--- src/mdpp_params.svh ---
// Constants for the main datapath front end: register offsets, field positions, reset values.
// Assumes inclusion by bare name from every file that decodes registers or fields.
`ifndef MDPP_PARAMS_SVH
`define MDPP_PARAMS_SVH
// ==========================================
// Register offsets
`define MDPP_ADDR_PAGE 12'h008
`define MDPP_ADDR_LONG_EXP 12'h585
`define MDPP_ADDR_LONG_LIM_LO 12'h586
`define MDPP_ADDR_LONG_LIM_HI 12'h587
`define MDPP_ADDR_LONG_PWR_LO 12'h588
`define MDPP_ADDR_LONG_PWR_HI 12'h589
`define MDPP_ADDR_SHORT_EXP 12'h58a
`define MDPP_ADDR_SHORT_LIM_LO 12'h58b
`define MDPP_ADDR_SHORT_LIM_HI 12'h58c
`define MDPP_ADDR_SHORT_PWR_LO 12'h58d
`define MDPP_ADDR_SHORT_PWR_HI 12'h58e
`define MDPP_ADDR_MAIN_INTERP 12'h5f0
`define MDPP_ADDR_CHAN_INTERP 12'h5f1
`define MDPP_ADDR_PROTECT 12'h5f2
`define MDPP_ADDR_RAMP_EN 12'h5f3
`define MDPP_ADDR_IRQ_EN 12'h5f4
`define MDPP_ADDR_STATUS 12'h5f5
`define MDPP_ADDR_OUT_CTRL 12'h5f6
`define MDPP_ADDR_TX_CTRL 12'h5f7
// ==========================================
// Field positions
`define MDPP_PAGE_DP0_BIT 6
`define MDPP_EV_POWER 0
`define MDPP_EV_LINK 1
`define MDPP_EV_REG 2
`define MDPP_EV_BLANK 3
`define MDPP_OUT_ON_BIT 0
`define MDPP_OUT_QUICK_BIT 1
`define MDPP_TOP_BITS 6
`define MDPP_LONG_EXP_BIAS 5'h09
// ==========================================
// Reset values and gain scale
`define MDPP_PAGE_RESET 8'h40
`define MDPP_LIMIT_RESET 13'h1fff
`define MDPP_OUT_CTRL_RESET 2'h1
`define MDPP_GAIN_FULL 8'h80
`define MDPP_GAIN_SHIFT 7
// ==========================================
// Filter stage usable bandwidth (percent of input rate) and rejection (dB)
`define MDPP_BW_HB_FIRST 80
`define MDPP_BW_HB_SECOND 40
`define MDPP_BW_TB 27
`define MDPP_BW_HB_LAST 20
`define MDPP_STOP_BAND_DB 85
`endif

--- src/mdpp_pkg.sv ---
// Types shared by the main datapath front end.
// Assumes nothing of its surroundings.
package mdpp_pkg;
  // ==========================================
  // Main interpolation factor, coded as the factor itself.
  typedef enum logic [3:0] {
    MDPP_X1 = 4'h1,
    MDPP_X2 = 4'h2,
    MDPP_X4 = 4'h4,
    MDPP_X6 = 4'h6,
    MDPP_X8 = 4'h8,
    MDPP_X12 = 4'hc
  } mdpp_interp_t;
endpackage : mdpp_pkg

--- src/mdpp_fifo.sv ---
// Sample FIFO with valid and ready on both sides and a synchronous flush.
// Assumes one clock; ready and valid come from flip-flops.
`timescale 1ns/100ps
module mdpp_fifo #(
  parameter int WIDTH = 64,
  parameter int DEPTH = 8
)(
  input wire logic clock,
  input wire logic resetn,
  input wire logic flush,
  input wire logic inValid,
  output logic inReady,
  input wire logic [WIDTH-1:0] inData,
  output logic outValid,
  input wire logic outReady,
  output logic [WIDTH-1:0] outData
);
  localparam int AW = $clog2(DEPTH);
  localparam logic [AW:0] CNT_FULL = (AW+1)'(DEPTH);
  localparam logic [AW-1:0] PTR_LAST = AW'(DEPTH-1);
  logic [WIDTH-1:0] mem [DEPTH];
  logic [AW-1:0] wrPtr;
  logic [AW-1:0] rdPtr;
  logic [AW:0] count;
  logic [AW:0] next_count;
  logic push;
  logic pop;

  assign push = inValid && inReady;
  assign pop = outValid && outReady;
  assign outData = mem[rdPtr];

  always_comb
  begin
    next_count = count;
    if (push && !pop)
      next_count = count + 1'b1;
    else if (pop && !push)
      next_count = count - 1'b1;
  end

  always_ff @(posedge clock or negedge resetn)
  begin
    if (!resetn)
    begin
      wrPtr <= '0;
      rdPtr <= '0;
      count <= '0;
      inReady <= 1'b0;
      outValid <= 1'b0;
    end
    else if (flush)
    begin
      wrPtr <= '0;
      rdPtr <= '0;
      count <= '0;
      inReady <= 1'b1;
      outValid <= 1'b0;
    end
    else
    begin
      if (push)
        wrPtr <= (wrPtr == PTR_LAST) ? '0 : wrPtr + 1'b1;
      if (pop)
        rdPtr <= (rdPtr == PTR_LAST) ? '0 : rdPtr + 1'b1;
      count <= next_count;
      inReady <= (next_count != CNT_FULL);
      outValid <= (next_count != '0);
    end
  end

  always_ff @(posedge clock)
  begin
    if (push)
      mem[wrPtr] <= inData;
  end
endmodule : mdpp_fifo

--- src/mdpp_top.sv ---
// Main datapath front end for two DAC datapaths: summing node, paged controls, protection
// triggers, power detection, output gain ramp and interpolation pacing.
// Assumes channel samples and register accesses on clock; pins arrive asynchronously.
`timescale 1ns/100ps
`include "mdpp_params.svh"
module mdpp_top #(
  parameter int SAMPLE_W = 16,
  parameter int CHANNELS = 3,
  parameter int FIFO_DEPTH = 8
)(
  input wire logic clock,
  input wire logic resetn,
  input wire logic regWrite,
  input wire logic [11:0] regAddr,
  input wire logic [7:0] regWdata,
  output logic [7:0] regRdata,
  input wire logic sampleValid,
  output logic sampleReady,
  input wire logic [CHANNELS*SAMPLE_W-1:0] chanI0,
  input wire logic [CHANNELS*SAMPLE_W-1:0] chanQ0,
  input wire logic [CHANNELS*SAMPLE_W-1:0] chanI1,
  input wire logic [CHANNELS*SAMPLE_W-1:0] chanQ1,
  input wire logic transmitEnableA,
  input wire logic transmitEnableB,
  input wire logic linkError,
  output logic dacValid,
  input wire logic dacReady,
  output logic [SAMPLE_W-1:0] dacI0,
  output logic [SAMPLE_W-1:0] dacQ0,
  output logic [SAMPLE_W-1:0] dacI1,
  output logic [SAMPLE_W-1:0] dacQ1,
  output logic interruptPinA_n,
  output logic interruptPinB_n
);
  localparam int WORD_W = 4 * SAMPLE_W;
  logic [7:0] pageMask;
  mdpp_pkg::mdpp_interp_t mainInterp;
  logic [3:0] chanInterp;
  logic [3:0] stageEn;
  logic [1:0] txReg;
  logic [2:0] syncMeta;
  logic [2:0] syncOut;
  logic [SAMPLE_W-1:0] sumI [2];
  logic [SAMPLE_W-1:0] sumQ [2];
  wire logic [7:0] dpRead [2];
  wire logic [7:0] gainOf [2];
  wire logic [1:0] irqReq;
  wire logic [1:0] blankRise;
  logic [3:0] repeatCnt;
  logic flushAll;
  logic sampleTake;
  logic mainBypass;
  logic fifoOutValid;
  logic fifoOutReady;
  logic [WORD_W-1:0] fifoOutData;
  logic [WORD_W-1:0] fifoInData;
  logic lastRepeat;

  // Scales a sample by the ramp gain, full scale being unity.
  function automatic logic [SAMPLE_W-1:0] scale(input logic [SAMPLE_W-1:0] s, input logic [7:0] g);
    logic signed [SAMPLE_W+8:0] prod;
    prod = $signed(s) * $signed({1'b0, g});
    return prod[`MDPP_GAIN_SHIFT +: SAMPLE_W];
  endfunction : scale

  // ==========================================
  // Pin synchronisers
  always_ff @(posedge clock or negedge resetn)
  begin
    if (!resetn)
    begin
      syncMeta <= 3'h0;
      syncOut <= 3'h0;
    end
    else
    begin
      syncMeta <= {linkError, transmitEnableB, transmitEnableA};
      syncOut <= syncMeta;
    end
  end

  // ==========================================
  // Global controls
  always_ff @(posedge clock or negedge resetn)
  begin
    if (!resetn)
    begin
      pageMask <= `MDPP_PAGE_RESET;
      mainInterp <= mdpp_pkg::MDPP_X1;
      chanInterp <= 4'h1;
      txReg <= 2'h0;
    end
    else if (regWrite)
    begin
      if (regAddr == `MDPP_ADDR_PAGE)
        pageMask <= regWdata;
      else if (regAddr == `MDPP_ADDR_MAIN_INTERP)
      begin
        case (regWdata[3:0])
          4'h1, 4'h2, 4'h4, 4'h6, 4'h8, 4'hc: mainInterp <= mdpp_pkg::mdpp_interp_t'(regWdata[3:0]);
          default: mainInterp <= mainInterp;
        endcase
      end
      else if (regAddr == `MDPP_ADDR_CHAN_INTERP)
        chanInterp <= regWdata[3:0];
      else if (regAddr == `MDPP_ADDR_TX_CTRL)
        txReg <= regWdata[1:0];
    end
  end

  // Active stages, bit order {last, second, third-band, first}; usable bandwidths are the
  // MDPP_BW_* values with MDPP_STOP_BAND_DB rejection each.
  always_ff @(posedge clock or negedge resetn)
  begin
    if (!resetn)
      stageEn <= 4'h0;
    else
    begin
      case (mainInterp)
        mdpp_pkg::MDPP_X2: stageEn <= 4'h1;
        mdpp_pkg::MDPP_X4: stageEn <= 4'h5;
        mdpp_pkg::MDPP_X6: stageEn <= 4'h3;
        mdpp_pkg::MDPP_X8: stageEn <= 4'hd;
        mdpp_pkg::MDPP_X12: stageEn <= 4'h7;
        default: stageEn <= 4'h0;
      endcase
    end
  end

  // ==========================================
  // Summing node; with channel interpolation one only channel zero passes straight through.
  always_comb
  begin
    sumI[0] = chanI0[SAMPLE_W-1:0];
    sumQ[0] = chanQ0[SAMPLE_W-1:0];
    sumI[1] = chanI1[SAMPLE_W-1:0];
    sumQ[1] = chanQ1[SAMPLE_W-1:0];
    if (chanInterp != 4'h1)
    begin
      for (int c = 1; c < CHANNELS; c++)
      begin
        sumI[0] = sumI[0] + chanI0[c*SAMPLE_W +: SAMPLE_W];
        sumQ[0] = sumQ[0] + chanQ0[c*SAMPLE_W +: SAMPLE_W];
        sumI[1] = sumI[1] + chanI1[c*SAMPLE_W +: SAMPLE_W];
        sumQ[1] = sumQ[1] + chanQ1[c*SAMPLE_W +: SAMPLE_W];
      end
    end
  end

  assign mainBypass = (mainInterp == mdpp_pkg::MDPP_X1);
  assign sampleTake = sampleValid && sampleReady;
  assign flushAll = |blankRise;
  assign fifoInData = {sumQ[1], sumI[1], sumQ[0], sumI[0]};

  // ==========================================
  // Per-datapath controls, power detection, trip flags and gain ramp
  for (genvar dp = 0; dp < 2; dp++)
  begin : dpath
    logic [3:0] longExp;
    logic [1:0] shortExp;
    logic [12:0] longLimit;
    logic [12:0] shortLimit;
    logic [12:0] longPower;
    logic [12:0] shortPower;
    logic [3:0] rampEn;
    logic [3:0] irqEn;
    logic [3:0] flags;
    logic [1:0] outCtrl;
    logic [7:0] gain;
    logic [7:0] step;
    logic txPrev;
    logic powerTrip;
    logic [19:0] shortAcc;
    logic [7:0] shortCnt;
    logic [35:0] longAcc;
    logic [23:0] longCnt;
    logic [4:0] longShift;
    logic paged;
    logic txLevel;
    logic [3:0] events;
    logic [3:0] clearMask;
    logic [7:0] readV;
    logic signed [5:0] topI;
    logic signed [5:0] topQ;
    logic signed [11:0] sqI;
    logic signed [11:0] sqQ;
    logic [11:0] instPower;
    logic pdTake;
    logic wantOn;

    assign paged = pageMask[`MDPP_PAGE_DP0_BIT + dp];
    assign txLevel = syncOut[dp] | txReg[dp];
    assign topI = sumI[dp][SAMPLE_W-1 -: `MDPP_TOP_BITS];
    assign topQ = sumQ[dp][SAMPLE_W-1 -: `MDPP_TOP_BITS];
    assign sqI = topI * topI;
    assign sqQ = topQ * topQ;
    assign instPower = $unsigned(sqI) + $unsigned(sqQ);
    assign pdTake = sampleTake && !mainBypass;
    assign longShift = {1'b0, longExp} + `MDPP_LONG_EXP_BIAS;
    assign blankRise[dp] = txLevel && !txPrev;
    assign events[`MDPP_EV_POWER] = powerTrip;
    assign events[`MDPP_EV_LINK] = syncOut[2];
    assign events[`MDPP_EV_REG] = regWrite && paged && (regAddr == `MDPP_ADDR_PROTECT);
    assign events[`MDPP_EV_BLANK] = blankRise[dp];
    assign clearMask = (regWrite && paged && regAddr == `MDPP_ADDR_STATUS) ? regWdata[3:0] : 4'h0;
    assign irqReq[dp] = |(flags & irqEn);
    assign wantOn = outCtrl[`MDPP_OUT_ON_BIT] && !(|(flags & rampEn));
    assign step = outCtrl[`MDPP_OUT_QUICK_BIT] ? `MDPP_GAIN_FULL : 8'h01;
    assign gainOf[dp] = gain;
    assign dpRead[dp] = readV;

    always_ff @(posedge clock or negedge resetn)
    begin
      if (!resetn)
      begin
        longExp <= 4'h0;
        shortExp <= 2'h0;
        longLimit <= `MDPP_LIMIT_RESET;
        shortLimit <= `MDPP_LIMIT_RESET;
        rampEn <= 4'h0;
        irqEn <= 4'h0;
        outCtrl <= `MDPP_OUT_CTRL_RESET;
      end
      else if (regWrite && paged)
      begin
        if (regAddr == `MDPP_ADDR_LONG_EXP)
          longExp <= regWdata[3:0];
        else if (regAddr == `MDPP_ADDR_SHORT_EXP)
          shortExp <= regWdata[1:0];
        else if (regAddr == `MDPP_ADDR_LONG_LIM_LO)
          longLimit[7:0] <= regWdata;
        else if (regAddr == `MDPP_ADDR_LONG_LIM_HI)
          longLimit[12:8] <= regWdata[4:0];
        else if (regAddr == `MDPP_ADDR_SHORT_LIM_LO)
          shortLimit[7:0] <= regWdata;
        else if (regAddr == `MDPP_ADDR_SHORT_LIM_HI)
          shortLimit[12:8] <= regWdata[4:0];
        else if (regAddr == `MDPP_ADDR_RAMP_EN)
          rampEn <= regWdata[3:0];
        else if (regAddr == `MDPP_ADDR_IRQ_EN)
          irqEn <= regWdata[3:0];
        else if (regAddr == `MDPP_ADDR_OUT_CTRL)
          outCtrl <= regWdata[1:0];
      end
    end

    // Block averages over 2^shortExp and 2^(longExp+9) samples; a readback updates once per completed window.
    always_ff @(posedge clock or negedge resetn)
    begin
      if (!resetn)
      begin
        shortAcc <= 20'h0_0000;
        shortCnt <= 8'h00;
        shortPower <= 13'h0000;
        longAcc <= '0;
        longCnt <= '0;
        longPower <= 13'h0000;
      end
      else if (pdTake)
      begin
        // A window shortened while counting closes on the next sample instead of waiting for a wrap.
        if ({1'b0, shortCnt} >= (9'h001 << shortExp) - 9'h001)
        begin
          shortPower <= 13'((shortAcc + 20'(instPower)) >> shortExp);
          shortAcc <= 20'h0_0000;
          shortCnt <= 8'h00;
        end
        else
        begin
          shortAcc <= shortAcc + 20'(instPower);
          shortCnt <= shortCnt + 8'h01;
        end
        if ({1'b0, longCnt} >= (25'h000_0001 << longShift) - 25'h000_0001)
        begin
          longPower <= 13'((longAcc + 36'(instPower)) >> longShift);
          longAcc <= '0;
          longCnt <= '0;
        end
        else
        begin
          longAcc <= longAcc + 36'(instPower);
          longCnt <= longCnt + 24'h00_0001;
        end
      end
    end

    // Trip level, sticky flags (set beats clear) and transmit enable history.
    always_ff @(posedge clock or negedge resetn)
    begin
      if (!resetn)
      begin
        powerTrip <= 1'b0;
        flags <= 4'h0;
        txPrev <= 1'b0;
      end
      else
      begin
        powerTrip <= !mainBypass && (shortPower > shortLimit || longPower > longLimit);
        flags <= (flags & ~clearMask) | events;
        txPrev <= txLevel;
      end
    end

    always_ff @(posedge clock or negedge resetn)
    begin
      if (!resetn)
        gain <= `MDPP_GAIN_FULL;
      else if (wantOn)
        gain <= (gain >= `MDPP_GAIN_FULL - step) ? `MDPP_GAIN_FULL : gain + step;
      else
        gain <= (gain <= step) ? 8'h00 : gain - step;
    end

    always_comb
    begin
      readV = 8'h00;
      if (regAddr == `MDPP_ADDR_LONG_EXP)
        readV = {4'h0, longExp};
      else if (regAddr == `MDPP_ADDR_SHORT_EXP)
        readV = {6'h00, shortExp};
      else if (regAddr == `MDPP_ADDR_LONG_LIM_LO)
        readV = longLimit[7:0];
      else if (regAddr == `MDPP_ADDR_LONG_LIM_HI)
        readV = {3'h0, longLimit[12:8]};
      else if (regAddr == `MDPP_ADDR_LONG_PWR_LO)
        readV = longPower[7:0];
      else if (regAddr == `MDPP_ADDR_LONG_PWR_HI)
        readV = {3'h0, longPower[12:8]};
      else if (regAddr == `MDPP_ADDR_SHORT_LIM_LO)
        readV = shortLimit[7:0];
      else if (regAddr == `MDPP_ADDR_SHORT_LIM_HI)
        readV = {3'h0, shortLimit[12:8]};
      else if (regAddr == `MDPP_ADDR_SHORT_PWR_LO)
        readV = shortPower[7:0];
      else if (regAddr == `MDPP_ADDR_SHORT_PWR_HI)
        readV = {3'h0, shortPower[12:8]};
      else if (regAddr == `MDPP_ADDR_RAMP_EN)
        readV = {4'h0, rampEn};
      else if (regAddr == `MDPP_ADDR_IRQ_EN)
        readV = {4'h0, irqEn};
      else if (regAddr == `MDPP_ADDR_STATUS)
        readV = {4'h0, flags};
      else if (regAddr == `MDPP_ADDR_OUT_CTRL)
        readV = {6'h00, outCtrl};
    end
  end

  // ==========================================
  // Sample buffer
  mdpp_fifo #(
    .WIDTH(WORD_W),
    .DEPTH(FIFO_DEPTH)
  ) u_mdpp_fifo (
    .clock(clock),
    .resetn(resetn),
    .flush(flushAll),
    .inValid(sampleValid),
    .inReady(sampleReady),
    .inData(fifoInData),
    .outValid(fifoOutValid),
    .outReady(fifoOutReady),
    .outData(fifoOutData)
  );

  // ==========================================
  // Output pacing: each word is held for as many DAC beats as the interpolation factor.
  assign lastRepeat = (repeatCnt == 4'(mainInterp) - 4'h1);
  assign fifoOutReady = !dacValid || (dacReady && lastRepeat);

  always_ff @(posedge clock or negedge resetn)
  begin
    if (!resetn)
    begin
      dacValid <= 1'b0;
      repeatCnt <= 4'h0;
      dacI0 <= '0;
      dacQ0 <= '0;
      dacI1 <= '0;
      dacQ1 <= '0;
    end
    else if (flushAll)
    begin
      dacValid <= 1'b0;
      repeatCnt <= 4'h0;
    end
    else if (fifoOutValid && fifoOutReady)
    begin
      dacValid <= 1'b1;
      repeatCnt <= 4'h0;
      if (mainBypass)
      begin
        {dacQ1, dacI1, dacQ0, dacI0} <= fifoOutData;
      end
      else
      begin
        dacI0 <= scale(fifoOutData[0*SAMPLE_W +: SAMPLE_W], gainOf[0]);
        dacQ0 <= scale(fifoOutData[1*SAMPLE_W +: SAMPLE_W], gainOf[0]);
        dacI1 <= scale(fifoOutData[2*SAMPLE_W +: SAMPLE_W], gainOf[1]);
        dacQ1 <= scale(fifoOutData[3*SAMPLE_W +: SAMPLE_W], gainOf[1]);
      end
    end
    else if (dacValid && dacReady)
    begin
      if (lastRepeat)
        dacValid <= 1'b0;
      else
        repeatCnt <= repeatCnt + 4'h1;
    end
  end

  // ==========================================
  // Register readback and interrupt pins
  always_ff @(posedge clock or negedge resetn)
  begin
    if (!resetn)
    begin
      regRdata <= 8'h00;
      interruptPinA_n <= 1'b1;
      interruptPinB_n <= 1'b1;
    end
    else
    begin
      interruptPinA_n <= !irqReq[0];
      interruptPinB_n <= !irqReq[1];
      if (regAddr == `MDPP_ADDR_PAGE)
        regRdata <= pageMask;
      else if (regAddr == `MDPP_ADDR_MAIN_INTERP)
        regRdata <= {stageEn, 4'(mainInterp)};
      else if (regAddr == `MDPP_ADDR_CHAN_INTERP)
        regRdata <= {4'h0, chanInterp};
      else if (regAddr == `MDPP_ADDR_TX_CTRL)
        regRdata <= {6'h00, txReg};
      else if (pageMask[`MDPP_PAGE_DP0_BIT])
        regRdata <= dpRead[0];
      else
        regRdata <= dpRead[1];
    end
  end
endmodule : mdpp_top

--- config.mk ---
export PLATFORM = sky130hd
export DESIGN_NAME = mdpp_top
export DESIGN_NICKNAME = d
export VERILOG_FILES = /design/src/mdpp_pkg.sv /design/src/mdpp_fifo.sv /design/src/mdpp_top.sv
export VERILOG_INCLUDE_DIRS = /design/src
export SDC_FILE = /design/constraint.sdc
export NUM_CORES = 2
export LEC_CHECK = 0
export ABC_AREA = 1
export BUFFER_PORTS_ARGS = -buffer_cell sky130_fd_sc_hd__buf_4
export CORE_UTILIZATION = 45
export DETAILED_ROUTE_END_ITERATION = 16
export PLACE_DENSITY = 0.71
export SLEW_MARGIN = 5
export SYNTH_ARGS = -nofsm -noshare
export SYNTH_HDL_FRONTEND = slang
export SYNTH_SLANG_ARGS = --single-unit
--- constraint.sdc ---
create_clock -name clock -period 18.8 [get_ports clock]
set_input_delay 0 -clock clock [delete_from_list [all_inputs] [get_ports clock]]
set_output_delay 0 -clock clock [all_outputs]
set_load 0.05 [all_outputs]
---- After elaboration in Yosys (flattened, before gate mapping) ----
Memory sizes are Yosys's and may differ from the RTL's.
Cells that the tools add are included.
W data, S select, Z words.
operators by class
  eq/ne operators ......................... 37
  shift-type cells ........................ 8
  add/subtract/negate cells ............... 36
  bitwise gates (word level) .............. 24
  reductions and logical operators ........ 72
  muxes and demuxes ....................... 79
  $lt $le $gt $ge ......................... 12
  multiply operators ...................... 8
operator list
  cell                     count
  $mux W8                  33
  $eq A12 B11 Y1 const B   18
  $add A16 B16 Y16         8
  $mul A16 B9 Y23          4
  $add A36 B12 Y36         2
  $mux W36                 2
  $shr A36 B5 Y13          2
  $mux W16                 4
  $mux W32                 2
  $mux W4                  15
  $gt A13 B13 Y1           4
  $ge A24 B25 Y1           2
  $shl A1 B5 Y25 const A   2
  $sub A25 B1 Y25 const B  2
  $add A24 B1 Y24 const B  2
  $mul A6 B6 Y12           4
  $mux W24                 2
  $add A20 B12 Y20         2
  $mux W20                 2
  $shr A20 B2 Y13          2
  $add A12 B12 Y12         2
  $and A4 B4 Y4            6
  $pmux W4 S5              1
  $reduce_and A10 Y1       2
  other kinds (48)         151
storage, ports and cells
  memory bits (writable) .................. 512
  bits of input ports ..................... 220
  output and inout port bits .............. 76
  register bits after elaboration ......... 459
  memories ................................ 1
memories
  memory           words  width  rd ports  clocked after Yosys merged registers in  wr ports  line             RTL
  u_mdpp_fifo.mem  8      64     1         0                                        1         mdpp_fifo.sv:21  logic [WIDTH-1:0] mem [DEPTH];

---- Logic depth before layout (Yosys ltp) ----
  depth after elaboration ................. 20
  depth in mapped cells ................... 57
  gate-level depth less buffers ........... 57

---- Hierarchy ----
Synthesis repeated with hierarchy kept, for this count alone.
unflattened totals
  cell total of the unflattened synthesis .. 9252
  area, all modules ....................... 77211.6 sq um
modules (own cells, without submodules)
  module     seq. area each (sq um)  area each (sq um)  cells each  instances
  mdpp_top   11061.9                 56694.4            7782        1
  mdpp_fifo  15675.0                 20517.2            1470        1

---- Worst setup path after synthesis ----
No wires, ideal clock.
  path type ............................... in2reg
  from .................................... input chanI0[1]
  to ...................................... register dpath[0].longPower[9]
  cell stages on the path ................. 49
  library setup time ...................... 117 ps
  buffers on the path ..................... 0
  setup slack ............................. 9699 ps
  arrival time ............................ 8984 ps
  cells stage by stage .................... fa_1 -> ha_1 -> inv_1 -> fa_1 -> o21ai_1 -> nand2_1 -> nand2_1 -> a21oi_1 -> o21ai_1 -> a21boi_0 -> o21ai_0 -> nor2_1 -> o21ai_2 -> inv_1 -> nor2_1 -> fa_1 -> fa_1 -> fa_1 -> (+13 left out) -> ha_1 -> nand2_1 -> nor2_1 -> nand3_1 -> nand3_1 -> nand2_1 -> nor2_1 -> nand2_1 -> nand2_1 -> nand3_1 -> nand2_1 -> nand2_1 -> nand2_1 -> nand2_1 -> nand2_1 -> nor2_1 -> nor2_1 -> nor2_1
RTL lines
  item                  line             RTL
  start, declared       mdpp_top.sv:19   input wire logic [CHANNELS*SAMPLE_W-1:0] chanI0,
  end signal, assigned  mdpp_top.sv:275  longPower <= 13'((longAcc + 36'(instPower)) >> longShift);
  end, declared         mdpp_top.sv:163  logic [12:0] longPower;

---- Final worst setup path ----
  from .................................... input chanQ1[2]
  to ...................................... register dpath[1].longPower[7]
on the way
  word-level cells in the longest chain between the ends .. 7
ends and longest elaborated chain
  item                            line             RTL
  start, declared                 mdpp_top.sv:22   input wire logic [CHANNELS*SAMPLE_W-1:0] chanQ1,
  $add A16 B16 Y16 (2 in series)  mdpp_top.sv:145  sumQ[1] = sumQ[1] + chanQ1[c*SAMPLE_W +: SAMPLE_W];
  $mux W32                        mdpp_top.sv:138  if (chanInterp != 4'h1)
  $mul A6 B6 Y12                  mdpp_top.sv:196  assign sqQ = topQ * topQ;
  $add A12 B12 Y12                mdpp_top.sv:197  assign instPower = $unsigned(sqI) + $unsigned(sqQ);
  $add A36 B12 Y36                mdpp_top.sv:275
  $shr A36 B5 Y13                 mdpp_top.sv:275
  end signal, assigned            mdpp_top.sv:275
  end, declared                   mdpp_top.sv:163
Every way passes these cells.
A chain may end at the register's enable or synchronous reset.

==> results.md <==
- The flow ran to the end, and the final reports show no timing, DRC or antenna violations.
- The maximum number of buffers from clock root to sink is 3.
- The number of synthesized flops with an enable pin is 512.
- The cell row count is 150.
- The number of global-route vias before repair is 62800.
- The post-CTS clock slew at the launch and capture registers of the worst setup and hold paths is 0.06 ns.
- For this design, the slowest cell found on the critical path is dlygate4sd3_1.
- The fraction of the yosys area taken by sequential cells is 35.3%.
- The worst slew margin relative to its limit is 9.77%.
- Of the post-synthesis cell area, the dominant cell type holds 20.3%.
- Of the available clock period, the critical path in the final layout requires 54.9%.
- The hold violation count in the final report is 0.
- The buffer count from post-CTS setup fixing is 0.
- Summing every instance area after synthesis gives 75700 sq um.
- The post-cts resize count is 0.
- The number of max-cap violations is 0.
- The length of the first detailed-routing pass in iterations is 6.
- Averaged over all synthesized cells, the footprint is 8.65 sq um.
- Summing the areas of all xor and xnor instances in the mapped netlist gives 2.87% of the synthesized area.
- The number of nets in the final layout is 10300.
- The number of antenna violations at the first check in global routing came to 3.
- The critical path is of the in2reg type.
- The clock insertion delay at the later pin of the skew report is 0.77 ns.
- The adder-cell area share of the yosys netlist is 23.0%.
- The highest cell delay on the worst timing path is 0.55 ns.
- Counting flops with an async set or reset pin after synthesis yields a share of 46.8%.
- The number of inserted filler cells in the final layout is 15400.
- For hold timing, the worst endpoint is u_mdpp_fifo.mem[7][17]$_DFFE_PP_.
- The setup check on the worst reg-to-reg path leaves a slack of 8.65 ns.
- TritonCTS built the clock tree.
- In the layout the commonest cells are nand2_1, inv_1, nor2_1.
- In this run the clock root is driven by a clkbuf_16.
- STA classifies the critical path endpoint as a flip-flop.
- The portion of netlist area occupied by mux cells is 1.48%.
- The iteration-0 DRC count of the detailed router is 4748.
- The most common library cell in the layout ignoring fill and taps is nand2_1.
- The highest achievable clock rate is 96.8 MHz.
- For this run, the number of Yosys warnings is 0.
- The synthesized design contains 963 register bits.
- Wires add up to 220000 microns.
- Setup repair after global routing left no endpoint under its margin.
- The post-synthesis simple-gate area fraction is 18.5%.
- The number of antenna diodes in the final layout is 0.
- Clock tree synthesis inserted a total of 105 buffers.
- The wire length of the first global-routing pass is 350000 microns.
- At the worst endpoint, the arrival time is 10.99 ns.
- Synthesis instantiated 71 different standard cells from the library.
- The chip height is 412 microns.
- The post-route minimum period is 10.33 ns.
- The die covers 170000 sq um.
- The highest fanout seen on the critical path is 8.
- The via density per instance is 5.50.
- In this run the critical register-to-register path is captured at dpath[0].longPower[9]$_DFFE_PN0P_.
- The H-tree was split into 3 levels.
- The share of the synthesized area in compound gates (AO/OA/AOI/OAI) is 10.9%.
- The worst setup path is launched from a primary input.
- The total setup violations reported at the end of the flow is 0.
- Global routing consumed, over all layers together, 26.1% of the routing resources.
- The logic depth of the worst register-to-register path is 41.
- The placed wire-length estimate after detailed placement is 165000 microns.
- The main combinational cell family by area after synthesis is adder cells.
- The overall die width is 412 microns.
- Port buffering added 295 buffers.
- The main flop type after synthesis is edfxtp_1.
- The min-delay analysis places its worst path in the category in2reg.
- The final number of max-transition violations was 0.
- Compared with the post-synthesis result, the final layout area differs by 11.6%.
- The average detailed-routed wire length per instance is 19.5 microns.
- For this design the top-level I/O count stands at 296.
- The fraction of layout instances using a drive strength above 1 is 7.74%.
- For this configuration, the core starts out at a cell density of 45.3%.
- The cell type with the highest aggregate area in the netlist is edfxtp_1.
- The congestion estimate from routability-driven global placement came to 0.986.
- At the pin with the least slew margin, the transition time is 1.34 ns.
- By area the synthesized netlist is led by edfxtp_1, fa_1, dfrtp_1.
- The number of vias after detailed routing is 62200.
- The largest clock skew in the final design is 0.0515 ns.
- The most frequent cell on the critical path is nand2_1.
- Counting instances, the worst hold path has a depth of 3.
- Entering global routing, the biggest net connects 143 pins.
- The total negative slack is 0 ns.
- The count of mapped cells out of synthesis is 8753.
- The number of buffers inserted by hold repair at cts is 67.
- For this run, design rule violations remaining after detail routing come to 0.
- The overall overflow remaining after global route is 0.
- In this run the critical register-to-register path is launched from chanInterp[0]$_DFFE_PN1P_.
- The required time of the worst setup path is 19.47 ns.
- Clock tree synthesis found a total of 963 sinks.
- The number of antenna-violating nets in the routed design is 0.
- The region available for standard cell placement spans 167000 sq um.
- The source of the worst hold timing path is chanQ0[1].
==> stage by stage <==
stage	utilization, %	std cells	hold slack, ns	cell area [sq um]	worst slack (ns)
after floorplan	-	8765	-0.296	75800	9.70
after global placement	48.0	11000	0.115	80100	8.13
after detailed placement	48.0	11000	0.117	80100	8.06
after CTS	50.6	11300	0.00193	84500	8.57
after global routing	50.6	11300	0.0385	84500	7.64
final	50.6	11300	0.0294	84500	8.47
==> worst max-delay path, delay by kind of cell <==
kind,cells,cell delay [ns]
AOI/OAI and AO/OA,9,1.90
xor gates and xnor gates,3,0.77
and+or+nand+nor,21,2.44
buffers and inverters,8,1.09
adders and majority gates,11,4.78
==> cell usage after synthesis (16+ instances only) <==
cell and n:
inv_1 1284, xnor2_1 102, o211ai_1 29, nor4_1 31
or2_2 26, buf_1 24, o21ai_1 37, xor2_1 146
buf_2 50, ha_1 487, nand3_1 434, o22ai_1 56
a21o_1 21, nor3_1 80, o221ai_1 118, nand4_1 66
nor2_1 890, a221oi_1 19, edfxtp_1 512, mux2i_1 112
o21bai_1 26, a31oi_1 33, fa_1 564, dfstp_2 61
o21a_1 16, dfrtp_1 390, nor2_2 16, o21ai_0 578
a21oi_1 398, clkbuf_1 200, nand2_1 1762
==> cell type report <==
| cell class | count | area (sq um) | share of cell area, % |
|---|---|---|---|
| multi-input cells | 6210 | 43000 | 50.9 |
| clock inverters | 68 | 826 | 0.977 |
| inverters | 1307 | 4910 | 5.81 |
| well taps | 2204 | 2760 | 3.26 |
| clock buffers | 130 | 2810 | 3.33 |
| repair buffers | 429 | 3430 | 4.06 |
| flip-flops and latches | 963 | 26700 | 31.7 |
==> logic make-up (layout without fill, tap and decap cells) <==
logic type / count (synthesis) / in the layout
XOR/XNOR: 248 / 248
adder cells (fa/ha/maj): 1051 / 1051
AO/OA/AOI/OAI: 1414 / 1414
buffers and inverters: 1592 / 1934
flip-flops: 963 / 963
multiplexers: 112 / 112
AND/OR/NAND/NOR: 3371 / 3371
other: 2 / 14
==> registers in the layout, indices dropped and copies added, names as in the netlist, 8 cells and up <==
signal and flops:
u_mdpp_fifo.mem 512, dpath.longAcc 72, dpath.longCnt 48, dpath.shortAcc 32
dpath.longLimit 26, dpath.longPower 26, dpath.shortLimit 26, dpath.shortPower 26
dacI0 16, dacI1 16, dacQ0 16, dacQ1 16
dpath.gain 16, dpath.shortCnt 16, dpath.flags 8, dpath.irqEn 8
dpath.longExp 8, dpath.rampEn 8, pageMask 8, regRdata 8
==> worst max-delay path by stage <==
stage	end	slack, ns	start	depth (start not counted)
after detailed placement	dpath[0].longPower[6]$_DFFE_PN0P_	8.06	chanI0[1]	50
after global routing	dpath[0].longPower[8]$_DFFE_PN0P_	7.64	chanQ0[2]	48
final	dpath[1].longPower[7]$_DFFE_PN0P_	8.47	chanQ1[2]	52
after CTS	dpath[0].longPower[6]$_DFFE_PN0P_	8.57	chanI0[5]	49
after floorplan	dpath[0].longPower[9]$_DFFE_PN0P_	9.70	chanI0[1]	49
after global placement	dpath[0].longPower[6]$_DFFE_PN0P_	8.13	chanI0[1]	50
==> routing by layer <==
metal | global-route usage [%] | wire (microns) | up-vias
met4 | 11.2 | 10200 | 4
li1 | - | - | 29300
met1 | 32.2 | 88500 | 30600
met2 | 45.9 | 110000 | 1942
met5 | 0 | 23 | -
met3 | 3.14 | 12000 | 432
Power is left out: the tool's default activity adds up to more than one toggle a clock period on the data nets, which glitch-free logic cannot reach.
